**config.mk**
```make
export PLATFORM = sky130hd
export DESIGN_NAME = asdrv_top
export DESIGN_NICKNAME = d
export VERILOG_FILES = /design/src/rtl/asdrv_pkg.sv /design/src/rtl/asdrv_top.sv /design/src/rtl/asdrv_depth.sv /design/src/rtl/asdrv_volume.sv
export VERILOG_INCLUDE_DIRS = /design/src /design/src/rtl
export SDC_FILE = /design/constraint.sdc
export NUM_CORES = 2
export LEC_CHECK = 0
export BUFFER_PORTS_ARGS = -buffer_cell sky130_fd_sc_hd__buf_2
export CAP_MARGIN = 5
export CORE_MARGIN = 2
export CORE_UTILIZATION = 59
export DETAILED_ROUTE_END_ITERATION = 12
export GPL_TIMING_DRIVEN = 0
export PLACE_DENSITY = 0.8
export SKIP_CTS_REPAIR_TIMING = 1
export SYNTH_ARGS = -nofsm -noshare
export SYNTH_HDL_FRONTEND = slang
export SYNTH_SLANG_ARGS = --single-unit
export TNS_END_PERCENT = 20
```
**constraint.sdc**
```tcl
create_clock -name core_clk -period 10.21 [get_ports core_clk]
set_input_delay 0 -clock core_clk [delete_from_list [all_inputs] [get_ports core_clk]]
set_output_delay 0 -clock core_clk [all_outputs]
set_load 0.1 [all_outputs]
```
**src/rtl/asdrv_cfg.svh**
```systemverilog
// Function
// [RULE1] two independent playback stereo depth stages
// [RULE2] port one depth level bits 13:9
// [RULE3] port one depth enable at bit 8
// [RULE4] port two has identical depth controls
// [RULE5] quad rate mode bypasses record volume
// [RULE6] record gain is 0.375dB times (X-192)
// [RULE7] codes 239 and above give maximum gain
// [RULE8] left record level bits 7:0, zero mutes
// [RULE9] right record level same layout and reset
// [RULE10] level write without commit keeps applied gain
// [RULE11] commit bit applies both levels together
// [RULE12] commit bit is a strobe, reads zero
`ifndef ASDRV_CFG_SVH
`define ASDRV_CFG_SVH

// register offsets, as word addresses on the plain port
`define ASDRV_OFS_REC_LEFT   11'h400
`define ASDRV_OFS_REC_RIGHT  11'h401
`define ASDRV_OFS_PORT_ONE   11'h421
`define ASDRV_OFS_PORT_TWO   11'h521

// field positions
`define ASDRV_DEPTH_HI       13
`define ASDRV_DEPTH_LO       9
`define ASDRV_DEPTH_ON_BIT   8
`define ASDRV_COMMIT_BIT     8
`define ASDRV_LEVEL_HI       7
`define ASDRV_LEVEL_LO       0

// reset values and special codes
`define ASDRV_LEVEL_RESET    8'hC0
`define ASDRV_LEVEL_UNITY    8'hC0
`define ASDRV_LEVEL_MUTE     8'h00
`define ASDRV_LEVEL_MAX      8'hEF
`define ASDRV_DEPTH_RESET    5'h00
`define ASDRV_DEPTH_OFF      5'h00
`define ASDRV_WORD_ZERO      16'h0000

// arithmetic scaling
`define ASDRV_MANT_FRAC      6'h0F
`define ASDRV_XFEED_SHIFT    6'h09

`endif

```
**src/rtl/asdrv_pkg.sv**
```systemverilog
package asdrv_pkg;

  typedef logic signed [23:0] asdrv_sample_type;
  typedef logic signed [47:0] asdrv_wide_type;
  typedef logic [7:0]         asdrv_level_type;
  typedef logic [4:0]         asdrv_depth_type;
  typedef logic [10:0]        asdrv_addr_type;
  typedef logic [15:0]        asdrv_word_type;

  // clip a wide result into the sample range instead of wrapping
  function automatic asdrv_sample_type asdrv_sat(input asdrv_wide_type v);
    asdrv_sample_type r;
    r = v[23:0];
    if (v[47:23] != {25{v[47]}}) begin
      r = {v[47], {23{~v[47]}}};
    end
    return r;
  endfunction

endpackage

```
**src/rtl/asdrv_top.sv**
```systemverilog
`timescale 1ns/10ps
`include "asdrv_cfg.svh"
// stereo depth for both playback ports and stereo record volume
module asdrv_top
  import asdrv_pkg::*;
(
  input  wire logic             core_clk,
  input  wire logic             rst_b,
  input  wire asdrv_addr_type   reg_addr,
  input  wire asdrv_word_type   reg_wdata,
  input  wire logic             reg_wr,
  input  wire logic             reg_rd,
  output asdrv_word_type        reg_rdata,
  input  wire logic             ultrasonic_quad_rate,
  input  wire logic             port_one_in_valid,
  input  wire asdrv_sample_type port_one_in_left,
  input  wire asdrv_sample_type port_one_in_right,
  output logic                  port_one_out_valid,
  output asdrv_sample_type      port_one_out_left,
  output asdrv_sample_type      port_one_out_right,
  input  wire logic             port_two_in_valid,
  input  wire asdrv_sample_type port_two_in_left,
  input  wire asdrv_sample_type port_two_in_right,
  output logic                  port_two_out_valid,
  output asdrv_sample_type      port_two_out_left,
  output asdrv_sample_type      port_two_out_right,
  input  wire logic             record_in_valid,
  input  wire asdrv_sample_type record_in_left,
  input  wire asdrv_sample_type record_in_right,
  output logic                  record_out_valid,
  output asdrv_sample_type      record_out_left,
  output asdrv_sample_type      record_out_right
);

  // stored software codes
  asdrv_level_type  record_left_level_reg;
  asdrv_level_type  record_right_level_reg;
  asdrv_level_type  record_left_level_next;
  asdrv_level_type  record_right_level_next;
  // codes that the audio path really uses
  asdrv_level_type  applied_left_reg;
  asdrv_level_type  applied_right_reg;
  asdrv_depth_type  port_one_depth_level_reg;
  logic             port_one_depth_on_reg;
  asdrv_depth_type  port_two_depth_level_reg;
  logic             port_two_depth_on_reg;
  asdrv_word_type   rdata_next;

  logic             hit_left;
  logic             hit_right;
  logic             hit_one;
  logic             hit_two;
  logic             commit;

  // write address decode
  assign hit_left  = reg_wr && (reg_addr == `ASDRV_OFS_REC_LEFT);
  assign hit_right = reg_wr && (reg_addr == `ASDRV_OFS_REC_RIGHT);
  assign hit_one   = reg_wr && (reg_addr == `ASDRV_OFS_PORT_ONE);
  assign hit_two   = reg_wr && (reg_addr == `ASDRV_OFS_PORT_TWO);
  // the commit bit works from either record register
  assign commit = (hit_left || hit_right) &&
                  reg_wdata[`ASDRV_COMMIT_BIT]; // [RULE11]

  // stored codes include a write landing in this very cycle
  always_comb begin
    record_left_level_next  = record_left_level_reg;
    record_right_level_next = record_right_level_reg;
    if (hit_left) begin
      record_left_level_next =
        reg_wdata[`ASDRV_LEVEL_HI:`ASDRV_LEVEL_LO]; // [RULE8]
    end
    if (hit_right) begin
      record_right_level_next =
        reg_wdata[`ASDRV_LEVEL_HI:`ASDRV_LEVEL_LO]; // [RULE9]
    end
  end

  // stored record codes; writing them alone does not touch the gain
  always_ff @(posedge core_clk or negedge rst_b) begin
    if (!rst_b) begin
      record_left_level_reg  <= `ASDRV_LEVEL_RESET; // [RULE8]
      record_right_level_reg <= `ASDRV_LEVEL_RESET; // [RULE9]
    end else begin
      record_left_level_reg  <= record_left_level_next; // [RULE10]
      record_right_level_reg <= record_right_level_next;
    end
  end

  // applied codes move only together, on a commit strobe
  always_ff @(posedge core_clk or negedge rst_b) begin
    if (!rst_b) begin
      applied_left_reg  <= `ASDRV_LEVEL_RESET;
      applied_right_reg <= `ASDRV_LEVEL_RESET;
    end else if (commit) begin
      applied_left_reg  <= record_left_level_next; // [RULE11]
      applied_right_reg <= record_right_level_next;
    end
  end

  // depth controls for both playback ports
  always_ff @(posedge core_clk or negedge rst_b) begin
    if (!rst_b) begin
      port_one_depth_level_reg <= `ASDRV_DEPTH_RESET; // [RULE2]
      port_one_depth_on_reg    <= 1'b0; // [RULE3]
      port_two_depth_level_reg <= `ASDRV_DEPTH_RESET; // [RULE4]
      port_two_depth_on_reg    <= 1'b0;
    end else begin
      if (hit_one) begin
        port_one_depth_level_reg <=
          reg_wdata[`ASDRV_DEPTH_HI:`ASDRV_DEPTH_LO]; // [RULE2]
        port_one_depth_on_reg <= reg_wdata[`ASDRV_DEPTH_ON_BIT]; // [RULE3]
      end
      if (hit_two) begin
        port_two_depth_level_reg <=
          reg_wdata[`ASDRV_DEPTH_HI:`ASDRV_DEPTH_LO]; // [RULE4]
        port_two_depth_on_reg <= reg_wdata[`ASDRV_DEPTH_ON_BIT]; // [RULE4]
      end
    end
  end

  // read mux; the commit bit is never stored so it reads zero
  always_comb begin
    rdata_next = `ASDRV_WORD_ZERO;
    case (reg_addr)
      `ASDRV_OFS_REC_LEFT: begin
        rdata_next[`ASDRV_LEVEL_HI:`ASDRV_LEVEL_LO] =
          record_left_level_reg; // [RULE12]
      end
      `ASDRV_OFS_REC_RIGHT: begin
        rdata_next[`ASDRV_LEVEL_HI:`ASDRV_LEVEL_LO] =
          record_right_level_reg; // [RULE12]
      end
      `ASDRV_OFS_PORT_ONE: begin
        rdata_next[`ASDRV_DEPTH_HI:`ASDRV_DEPTH_LO] =
          port_one_depth_level_reg;
        rdata_next[`ASDRV_DEPTH_ON_BIT] = port_one_depth_on_reg;
      end
      `ASDRV_OFS_PORT_TWO: begin
        rdata_next[`ASDRV_DEPTH_HI:`ASDRV_DEPTH_LO] =
          port_two_depth_level_reg;
        rdata_next[`ASDRV_DEPTH_ON_BIT] = port_two_depth_on_reg;
      end
      default: rdata_next = `ASDRV_WORD_ZERO;
    endcase
  end

  // read data stands only in the cycle after the strobe
  always_ff @(posedge core_clk or negedge rst_b) begin
    if (!rst_b) begin
      reg_rdata <= `ASDRV_WORD_ZERO;
    end else begin
      reg_rdata <= reg_rd ? rdata_next : `ASDRV_WORD_ZERO;
    end
  end

  // per-port playback arrays feeding one generate loop
  logic             pb_on [2];
  asdrv_depth_type  pb_level [2];
  logic             pb_in_valid [2];
  asdrv_sample_type pb_in_left [2];
  asdrv_sample_type pb_in_right [2];
  logic             pb_out_valid [2];
  asdrv_sample_type pb_out_left [2];
  asdrv_sample_type pb_out_right [2];

  assign pb_on[0]       = port_one_depth_on_reg;
  assign pb_on[1]       = port_two_depth_on_reg;
  assign pb_level[0]    = port_one_depth_level_reg;
  assign pb_level[1]    = port_two_depth_level_reg;
  assign pb_in_valid[0] = port_one_in_valid;
  assign pb_in_valid[1] = port_two_in_valid;
  assign pb_in_left[0]  = port_one_in_left;
  assign pb_in_left[1]  = port_two_in_left;
  assign pb_in_right[0] = port_one_in_right;
  assign pb_in_right[1] = port_two_in_right;

  // two independent depth stages, no shared state
  for (genvar p = 0; p < 2; p++) begin : g_depth
    asdrv_depth asdrv_depth_inst (
      .core_clk    (core_clk),
      .rst_b       (rst_b),
      .depth_on    (pb_on[p]),
      .depth_level (pb_level[p]),
      .in_valid    (pb_in_valid[p]),
      .in_left     (pb_in_left[p]),
      .in_right    (pb_in_right[p]),
      .out_valid   (pb_out_valid[p]),
      .out_left    (pb_out_left[p]),
      .out_right   (pb_out_right[p])
    ); // [RULE1]
  end

  assign port_one_out_valid = pb_out_valid[0];
  assign port_one_out_left  = pb_out_left[0];
  assign port_one_out_right = pb_out_right[0];
  assign port_two_out_valid = pb_out_valid[1];
  assign port_two_out_left  = pb_out_left[1];
  assign port_two_out_right = pb_out_right[1];

  // record channels share the valid strobe; right valid is redundant
  asdrv_level_type  rec_level [2];
  asdrv_sample_type rec_in [2];
  asdrv_sample_type rec_out [2];
  logic             rec_valid [2];

  assign rec_level[0] = applied_left_reg;
  assign rec_level[1] = applied_right_reg;
  assign rec_in[0]    = record_in_left;
  assign rec_in[1]    = record_in_right;

  for (genvar c = 0; c < 2; c++) begin : g_volume
    asdrv_volume asdrv_volume_inst (
      .core_clk   (core_clk),
      .rst_b      (rst_b),
      .bypass     (ultrasonic_quad_rate), // [RULE5]
      .level      (rec_level[c]),
      .in_valid   (record_in_valid),
      .in_sample  (rec_in[c]),
      .out_valid  (rec_valid[c]),
      .out_sample (rec_out[c])
    );
  end

  assign record_out_valid = rec_valid[0];
  assign record_out_left  = rec_out[0];
  assign record_out_right = rec_out[1];

  // checks on the register side
  a_commit_both: // [RULE11]
    assert property (@(posedge core_clk) disable iff (!rst_b)
      commit |=> (applied_left_reg == $past(record_left_level_next)) &&
                 (applied_right_reg == $past(record_right_level_next)))
    else $error("commit did not apply both levels");

  a_store_no_apply: // [RULE10]
    assert property (@(posedge core_clk) disable iff (!rst_b)
      (hit_left && !reg_wdata[`ASDRV_COMMIT_BIT] && !hit_right)
      |=> $stable(applied_left_reg) && $stable(applied_right_reg) &&
          (record_left_level_reg ==
           $past(reg_wdata[`ASDRV_LEVEL_HI:`ASDRV_LEVEL_LO])))
    else $error("level write without commit changed gain");

  a_commit_reads_zero: // [RULE12]
    assert property (@(posedge core_clk) disable iff (!rst_b)
      (reg_rd && ((reg_addr == `ASDRV_OFS_REC_LEFT) ||
                  (reg_addr == `ASDRV_OFS_REC_RIGHT)))
      |=> !reg_rdata[`ASDRV_COMMIT_BIT])
    else $error("commit bit read back as one");

  a_depth_one_store: // [RULE2]
    assert property (@(posedge core_clk) disable iff (!rst_b)
      hit_one |=> port_one_depth_level_reg ==
        $past(reg_wdata[`ASDRV_DEPTH_HI:`ASDRV_DEPTH_LO]))
    else $error("port one depth level not stored");

  a_depth_one_on: // [RULE3]
    assert property (@(posedge core_clk) disable iff (!rst_b)
      hit_one |=> port_one_depth_on_reg ==
        $past(reg_wdata[`ASDRV_DEPTH_ON_BIT]))
    else $error("port one enable not stored");

  a_depth_two_store: // [RULE4]
    assert property (@(posedge core_clk) disable iff (!rst_b)
      hit_two |=> (port_two_depth_level_reg ==
        $past(reg_wdata[`ASDRV_DEPTH_HI:`ASDRV_DEPTH_LO])) &&
        (port_two_depth_on_reg == $past(reg_wdata[`ASDRV_DEPTH_ON_BIT])))
    else $error("port two depth controls not stored");

  a_right_store: // [RULE9]
    assert property (@(posedge core_clk) disable iff (!rst_b)
      hit_right |=> record_right_level_reg ==
        $past(reg_wdata[`ASDRV_LEVEL_HI:`ASDRV_LEVEL_LO]))
    else $error("right level not stored");

  a_right_no_apply: // [RULE10]
    assert property (@(posedge core_clk) disable iff (!rst_b)
      (hit_right && !reg_wdata[`ASDRV_COMMIT_BIT]) |=>
        $stable(applied_left_reg) && $stable(applied_right_reg))
    else $error("right write without commit changed gain");

  // stale read data would look like a second answer to the master
  a_rdata_one_cycle:
    assert property (@(posedge core_clk) disable iff (!rst_b)
      !reg_rd |=> reg_rdata == `ASDRV_WORD_ZERO)
    else $error("read data stood past one cycle");

  // checks on the audio side
  a_depth_off_pass: // [RULE1]
    assert property (@(posedge core_clk) disable iff (!rst_b)
      (port_one_in_valid && !port_one_depth_on_reg) |=>
        port_one_out_valid && (port_one_out_left == $past(port_one_in_left)))
    else $error("disabled depth stage altered audio");

  a_quad_bypass: // [RULE5]
    assert property (@(posedge core_clk) disable iff (!rst_b)
      (record_in_valid && ultrasonic_quad_rate) |=>
        record_out_left == $past(record_in_left))
    else $error("quad rate did not bypass volume");

  a_unity_gain: // [RULE6]
    assert property (@(posedge core_clk) disable iff (!rst_b)
      (record_in_valid && !ultrasonic_quad_rate &&
       (applied_right_reg == `ASDRV_LEVEL_UNITY)) |=>
        record_out_right == $past(record_in_right))
    else $error("unity code is not unity gain");

  a_gain_ceiling: // [RULE7]
    assert property (@(posedge core_clk) disable iff (!rst_b)
      (record_in_valid && !ultrasonic_quad_rate &&
       (applied_left_reg >= `ASDRV_LEVEL_MAX) &&
       (applied_right_reg >= `ASDRV_LEVEL_MAX) &&
       (record_in_left == record_in_right)) |=>
        record_out_left == record_out_right)
    else $error("gain rose above the ceiling");

  a_mute_zero: // [RULE8]
    assert property (@(posedge core_clk) disable iff (!rst_b)
      (record_in_valid && !ultrasonic_quad_rate &&
       (applied_left_reg == `ASDRV_LEVEL_MUTE)) |=>
        record_out_left == 24'h000000)
    else $error("mute code let audio through");

  a_depth_two_off: // [RULE4]
    assert property (@(posedge core_clk) disable iff (!rst_b)
      (port_two_in_valid && !port_two_depth_on_reg) |=>
        port_two_out_valid && (port_two_out_left == $past(port_two_in_left)))
    else $error("disabled port two stage altered audio");

  a_depth_zero_pass: // [RULE2]
    assert property (@(posedge core_clk) disable iff (!rst_b)
      (port_one_in_valid &&
       (port_one_depth_level_reg == `ASDRV_DEPTH_OFF)) |=>
        port_one_out_right == $past(port_one_in_right))
    else $error("depth code zero altered audio");

  a_quad_bypass_right: // [RULE5]
    assert property (@(posedge core_clk) disable iff (!rst_b)
      (record_in_valid && ultrasonic_quad_rate) |=>
        record_out_right == $past(record_in_right))
    else $error("quad rate did not bypass right volume");

  // a mono pair has no side signal, so widening leaves it alone
  a_mono_untouched: // [RULE1]
    assert property (@(posedge core_clk) disable iff (!rst_b)
      (port_one_in_valid && (port_one_in_left == port_one_in_right)) |=>
        port_one_out_left == $past(port_one_in_left))
    else $error("mono pair altered by depth stage");

endmodule

```
**src/rtl/asdrv_depth.sv**
```systemverilog
`timescale 1ns/10ps
`include "asdrv_cfg.svh"
// stereo widening by cross-feed of the side signal
module asdrv_depth
  import asdrv_pkg::*;
(
  input  wire logic             core_clk,
  input  wire logic             rst_b,
  input  wire logic             depth_on,
  input  wire asdrv_depth_type  depth_level,
  input  wire logic             in_valid,
  input  wire asdrv_sample_type in_left,
  input  wire asdrv_sample_type in_right,
  output logic                  out_valid,
  output asdrv_sample_type      out_left,
  output asdrv_sample_type      out_right
);

  logic [10:0]       coef;
  logic              active;
  asdrv_wide_type    side;
  asdrv_wide_type    feed;
  asdrv_sample_type  left_next;
  asdrv_sample_type  right_next;

  // linear cross-feed weight, Q9, about 0.915dB per code step
  always_comb begin
    case (depth_level)
      5'h01: coef = 11'h028;
      5'h02: coef = 11'h02D;
      5'h03: coef = 11'h032;
      5'h04: coef = 11'h038;
      5'h05: coef = 11'h03E;
      5'h06: coef = 11'h045;
      5'h07: coef = 11'h04C;
      5'h08: coef = 11'h055;
      5'h09: coef = 11'h05E;
      5'h0A: coef = 11'h069;
      5'h0B: coef = 11'h074;
      5'h0C: coef = 11'h081;
      5'h0D: coef = 11'h090;
      5'h0E: coef = 11'h0A0;
      5'h0F: coef = 11'h0B1;
      5'h10: coef = 11'h0C5;
      5'h11: coef = 11'h0DB;
      5'h12: coef = 11'h0F3;
      5'h13: coef = 11'h10E;
      5'h14: coef = 11'h12C;
      5'h15: coef = 11'h14D;
      5'h16: coef = 11'h172;
      5'h17: coef = 11'h19B;
      5'h18: coef = 11'h1C9;
      5'h19: coef = 11'h1FB;
      5'h1A: coef = 11'h234;
      5'h1B: coef = 11'h272;
      5'h1C: coef = 11'h2B8;
      5'h1D: coef = 11'h305;
      5'h1E: coef = 11'h35B;
      5'h1F: coef = 11'h3BA;
      default: coef = 11'h000;
    endcase
  end

  // code zero or a cleared enable leaves the image untouched
  assign active = depth_on && (depth_level != `ASDRV_DEPTH_OFF); // [RULE1]
  assign side = 48'(in_left) - 48'(in_right);
  assign feed = 48'(side * $signed({1'b0, coef})) >>> `ASDRV_XFEED_SHIFT;
  assign left_next  = asdrv_sat(48'(in_left) + feed);
  assign right_next = asdrv_sat(48'(in_right) - feed);

  // one register stage, same latency whether active or not
  always_ff @(posedge core_clk or negedge rst_b) begin
    if (!rst_b) begin
      out_valid <= 1'b0;
      out_left  <= 24'h000000;
      out_right <= 24'h000000;
    end else begin
      out_valid <= in_valid;
      if (in_valid) begin
        out_left  <= active ? left_next : in_left; // [RULE1]
        out_right <= active ? right_next : in_right;
      end
    end
  end

endmodule

```
**src/rtl/asdrv_volume.sv**
```systemverilog
`timescale 1ns/10ps
`include "asdrv_cfg.svh"
// one channel of record volume, 0.375dB per code step
module asdrv_volume
  import asdrv_pkg::*;
(
  input  wire logic             core_clk,
  input  wire logic             rst_b,
  input  wire logic             bypass,
  input  wire asdrv_level_type  level,
  input  wire logic             in_valid,
  input  wire asdrv_sample_type in_sample,
  output logic                  out_valid,
  output asdrv_sample_type      out_sample
);

  asdrv_level_type    code;
  logic signed [8:0]  step;
  logic [15:0]        mant;
  logic [5:0]         shamt;
  asdrv_wide_type     prod;
  asdrv_sample_type   gained;

  // codes above the ceiling hold the top gain
  assign code = (level > `ASDRV_LEVEL_MAX) ? `ASDRV_LEVEL_MAX : level; // [RULE7]
  assign step = $signed({1'b0, code}) - $signed({1'b0, `ASDRV_LEVEL_UNITY}); // [RULE6]

  // 16 steps make 6dB, so a power of two plus a fine mantissa
  always_comb begin
    case (step[3:0])
      4'h0: mant = 16'h8000;
      4'h1: mant = 16'h85AB;
      4'h2: mant = 16'h8B96;
      4'h3: mant = 16'h91C4;
      4'h4: mant = 16'h9838;
      4'h5: mant = 16'h9EF5;
      4'h6: mant = 16'hA5FF;
      4'h7: mant = 16'hAD58;
      4'h8: mant = 16'hB505;
      4'h9: mant = 16'hBD09;
      4'hA: mant = 16'hC567;
      4'hB: mant = 16'hCE25;
      4'hC: mant = 16'hD745;
      4'hD: mant = 16'hE0CD;
      4'hE: mant = 16'hEAC1;
      4'hF: mant = 16'hF525;
      default: mant = 16'h8000;
    endcase
  end

  // exponent ranges -12..2, so the net shift is always rightward
  assign shamt = `ASDRV_MANT_FRAC - {step[8], step[8:4]};
  assign prod = 48'(in_sample * $signed({1'b0, mant}));
  assign gained = asdrv_sat(prod >>> shamt); // [RULE6]

  always_ff @(posedge core_clk or negedge rst_b) begin
    if (!rst_b) begin
      out_valid  <= 1'b0;
      out_sample <= 24'h000000;
    end else begin
      out_valid <= in_valid;
      if (in_valid) begin
        if (bypass) begin
          out_sample <= in_sample; // [RULE5]
        end else if (level == `ASDRV_LEVEL_MUTE) begin
          out_sample <= 24'h000000; // [RULE8]
        end else begin
          out_sample <= gained;
        end
      end
    end
  end

endmodule

```
==> results.yml <==
status:
  run_status: "finished, violations left"
  violations: "hold timing, setup timing"
synth:
  synthTopCellsByCount: "1693 x inv_1, 1268 x nand2_1, 1190 x fa_1"
  synth-edff-count: 0
  yosysMostFrequentCell: "inv_1"
  yosysTopAreaCell: "fa_1"
  mappedNetlistArea_sq_um: 69000
  synth_top_area_share_pct: 34.5
  ys_seq_area_share_pct: 7.45
  ys_warn_count: 0
  ys.flop_type: "dfrtp_1"
  ys_ff_latch: 205
  synthCells: 8492
  synth_area_leaders: "fa_1 35%, ha_1 9.8%, inv_1 9.2%, dfrtp_1 7.1%, nand2_1 6.9%"
  async_flop_share_pct: 100
  synth.avg_cell_area_sq_um: 8.12
  yosysUniqueCellTypes: 118
route:
  vias_per_cell: 6.02
  wl_per_cell_um: 21.7
  drtAntennaViolNets: 0
  vias: 65400
  drt_iter0_drc: 6281
  drc: 0
  drt_pass1_iterations: 8
  routed_wl_mm: 235
sta:
  setup_tns_ps: -19020
  worstMarginPinSlew_ps: 1430
  fmax_ghz: 0.0927
  slew_headroom_pct: 3.90
  fin_crit_ps: 10780
  whs_ps: -22.4
  hold_viol: 6
  fin_ws_ps: -572
  rsz0062_at_grt: "yes"
  finalClockSkew_ps: 30.3
  setup_viol_count_final: 119
  post-route-period-util_pct: 106
  finalMaxSlewViolations: 0
global_routing:
  overflow: 0
  antenna_found_initial: 15
  grt_pass1_wl_mm: 347
  grt_usage_pct: 36.6
  grt_max_degree: 109
  grt_pass1_vias: 63500
clock_network:
  numClockSinks: 205
  cts.htree.levels: 1
  path_clk_slew_ps: 60
  clock_latency_ps: 640
  numCtsBuffers: 28
  clock_path_buffers: 3
  cts_tree: "yes"
  clockRootBuffer: "clkbuf_16"
worst_setup_path:
  slowest_delay_ps: 740
  timing.rr.end: "g_depth[0].asdrv_depth_inst.out_left[1]"
  cp_data_arrival_time_ps: 11240
  crit_path_top_delay_cell: "a221oi_1"
  endpoint_kind: "register"
  worstPathMaxFanout: 10
  crit_top_cell: "fa_1"
  crit_required_ps: 10670
  crit_path_start_kind: "register"
  worstSetupPathType: "reg2reg"
  reg2reg_from: "port_one_depth_level_reg[0]"
  reg2reg_slack_ps: -570
  rr_worst_depth: 45
cells_and_area:
  syn_to_final_growth_pct: 20.7
  drive_gt1_share_pct: 17.5
  nets: 11200
  largestRegisters: "g_depth.asdrv_depth_inst.out_left (48), g_depth.asdrv_depth_inst.out_right (48), g_volume.asdrv_volume_inst.out_sample (48)"
flow_run:
  drv_cap: 0
min_path:
  min_from: "record_in_left[15]"
  hp-class: "in2reg"
  worstHoldPathCells: 5
  hold_end: "g_volume[0].asdrv_volume_inst.out_sample[15]"
placement:
  port_buffers: 336
  gp_congestion: 1.01
  hpwl_mm: 181
floorplanning:
  start_util_pct: 59.4
  rows: 125
  io_pins: 342
  die_w_um: 346
  core_sq_um: 116000
  dieArea_sq_um: 120000
  die_height_um: 346
[stage by stage]
step	setup WS (ps)	util (%)	cells	area (sq um)
after floorplan	-65.0	-	8493	69100
after global placement	-4090	62.6	10400	72700
after detailed placement	-3690	62.7	10400	72800
after CTS	-3780	63.5	10400	73700
after global routing	-919	71.7	10900	83200
final	-572	71.7	10900	83300
[logic make-up after synthesis]
logic type | Yosys count | synth area share, %
AND/OR/NAND/NOR | 2768 | 18.2
AO/OA/AOI/OAI | 1302 | 12.8
adder cells (fa/ha/maj) | 1730 | 44.3
buffers and inverters | 2066 | 11.3
other | 1 | 0.00544
XOR/XNOR | 245 | 3.14
flip-flops | 205 | 7.45
multiplexers | 175 | 2.80
[cell type report]
| type | count | area (sq um) |
|---|---|---|
| Clock buffer | 42 | 813 |
| Antenna cell | 5 | 12.5 |
| Clock inverter | 10 | 134 |
| Timing Repair Buffer | 807 | 5910 |
| Fill cell | 8772 | 32800 |
| Inverter | 1698 | 6400 |
| Sequential cell | 205 | 5150 |
| Buffer | 342 | 1930 |
| Tap cell | 1524 | 1910 |
| Multi-Input combinational cell | 6222 | 61000 |
[how the worst max path moves through the flow]
stage	slack, ps	startpoint	endpoint
3_3_place_gp	-4090	applied_left_reg[6]	g_volume[0].asdrv_volume_inst.out_sample[13]
6_report	-570	port_one_depth_level_reg[0]	g_depth[0].asdrv_depth_inst.out_left[1]
2_1_floorplan	-70	port_one_in_left[0]	g_depth[0].asdrv_depth_inst.out_right[11]
4_1_cts	-3780	applied_left_reg[6]	g_volume[0].asdrv_volume_inst.out_sample[13]
3_5_place_dp	-3690	applied_left_reg[6]	g_volume[0].asdrv_volume_inst.out_sample[13]
5_1_grt	-920	port_one_depth_level_reg[0]	g_depth[0].asdrv_depth_inst.out_left[1]
[layout by cell type (no fill, tap or decap), drive strengths merged, types with 148 or more instances in the layout]
| cell | n |
|---|---|
| ha | 540 |
| dfrtp | 197 |
| and2 | 306 |
| buf | 741 |
| dlygate4sd3 | 156 |
| a21oi | 316 |
| nor2b | 148 |
| clkbuf | 294 |
| nor2 | 578 |
| o21ai | 293 |
| fa | 1190 |
| inv | 1692 |
| nand2 | 1268 |
| xnor2 | 164 |
[routing by layer]
layer	routed length, um	global-route usage [%]	share of wire (%)	up-vias
li1	-	-	-	28500
met1	88400	47.7	38	32400
met2	109000	58.9	46	3605
met3	25200	9.00	11	871
met4	12200	14.5	5.2	22
met5	134	0	0.057	-
[worst max-delay path: cells and delay by family, from the launching register on]
family	cells	cell delay [ps]
AOI/OAI and AO/OA	16	3460
xor gates and xnor gates	1	320
DFF	1	460
adders and majority gates	8	3110
buffers and inverters	7	720
and+or+nand+nor	13	2510
Power is not shown: default switching activity piles up to over one toggle a cycle in this logic, so the estimate is an artifact.
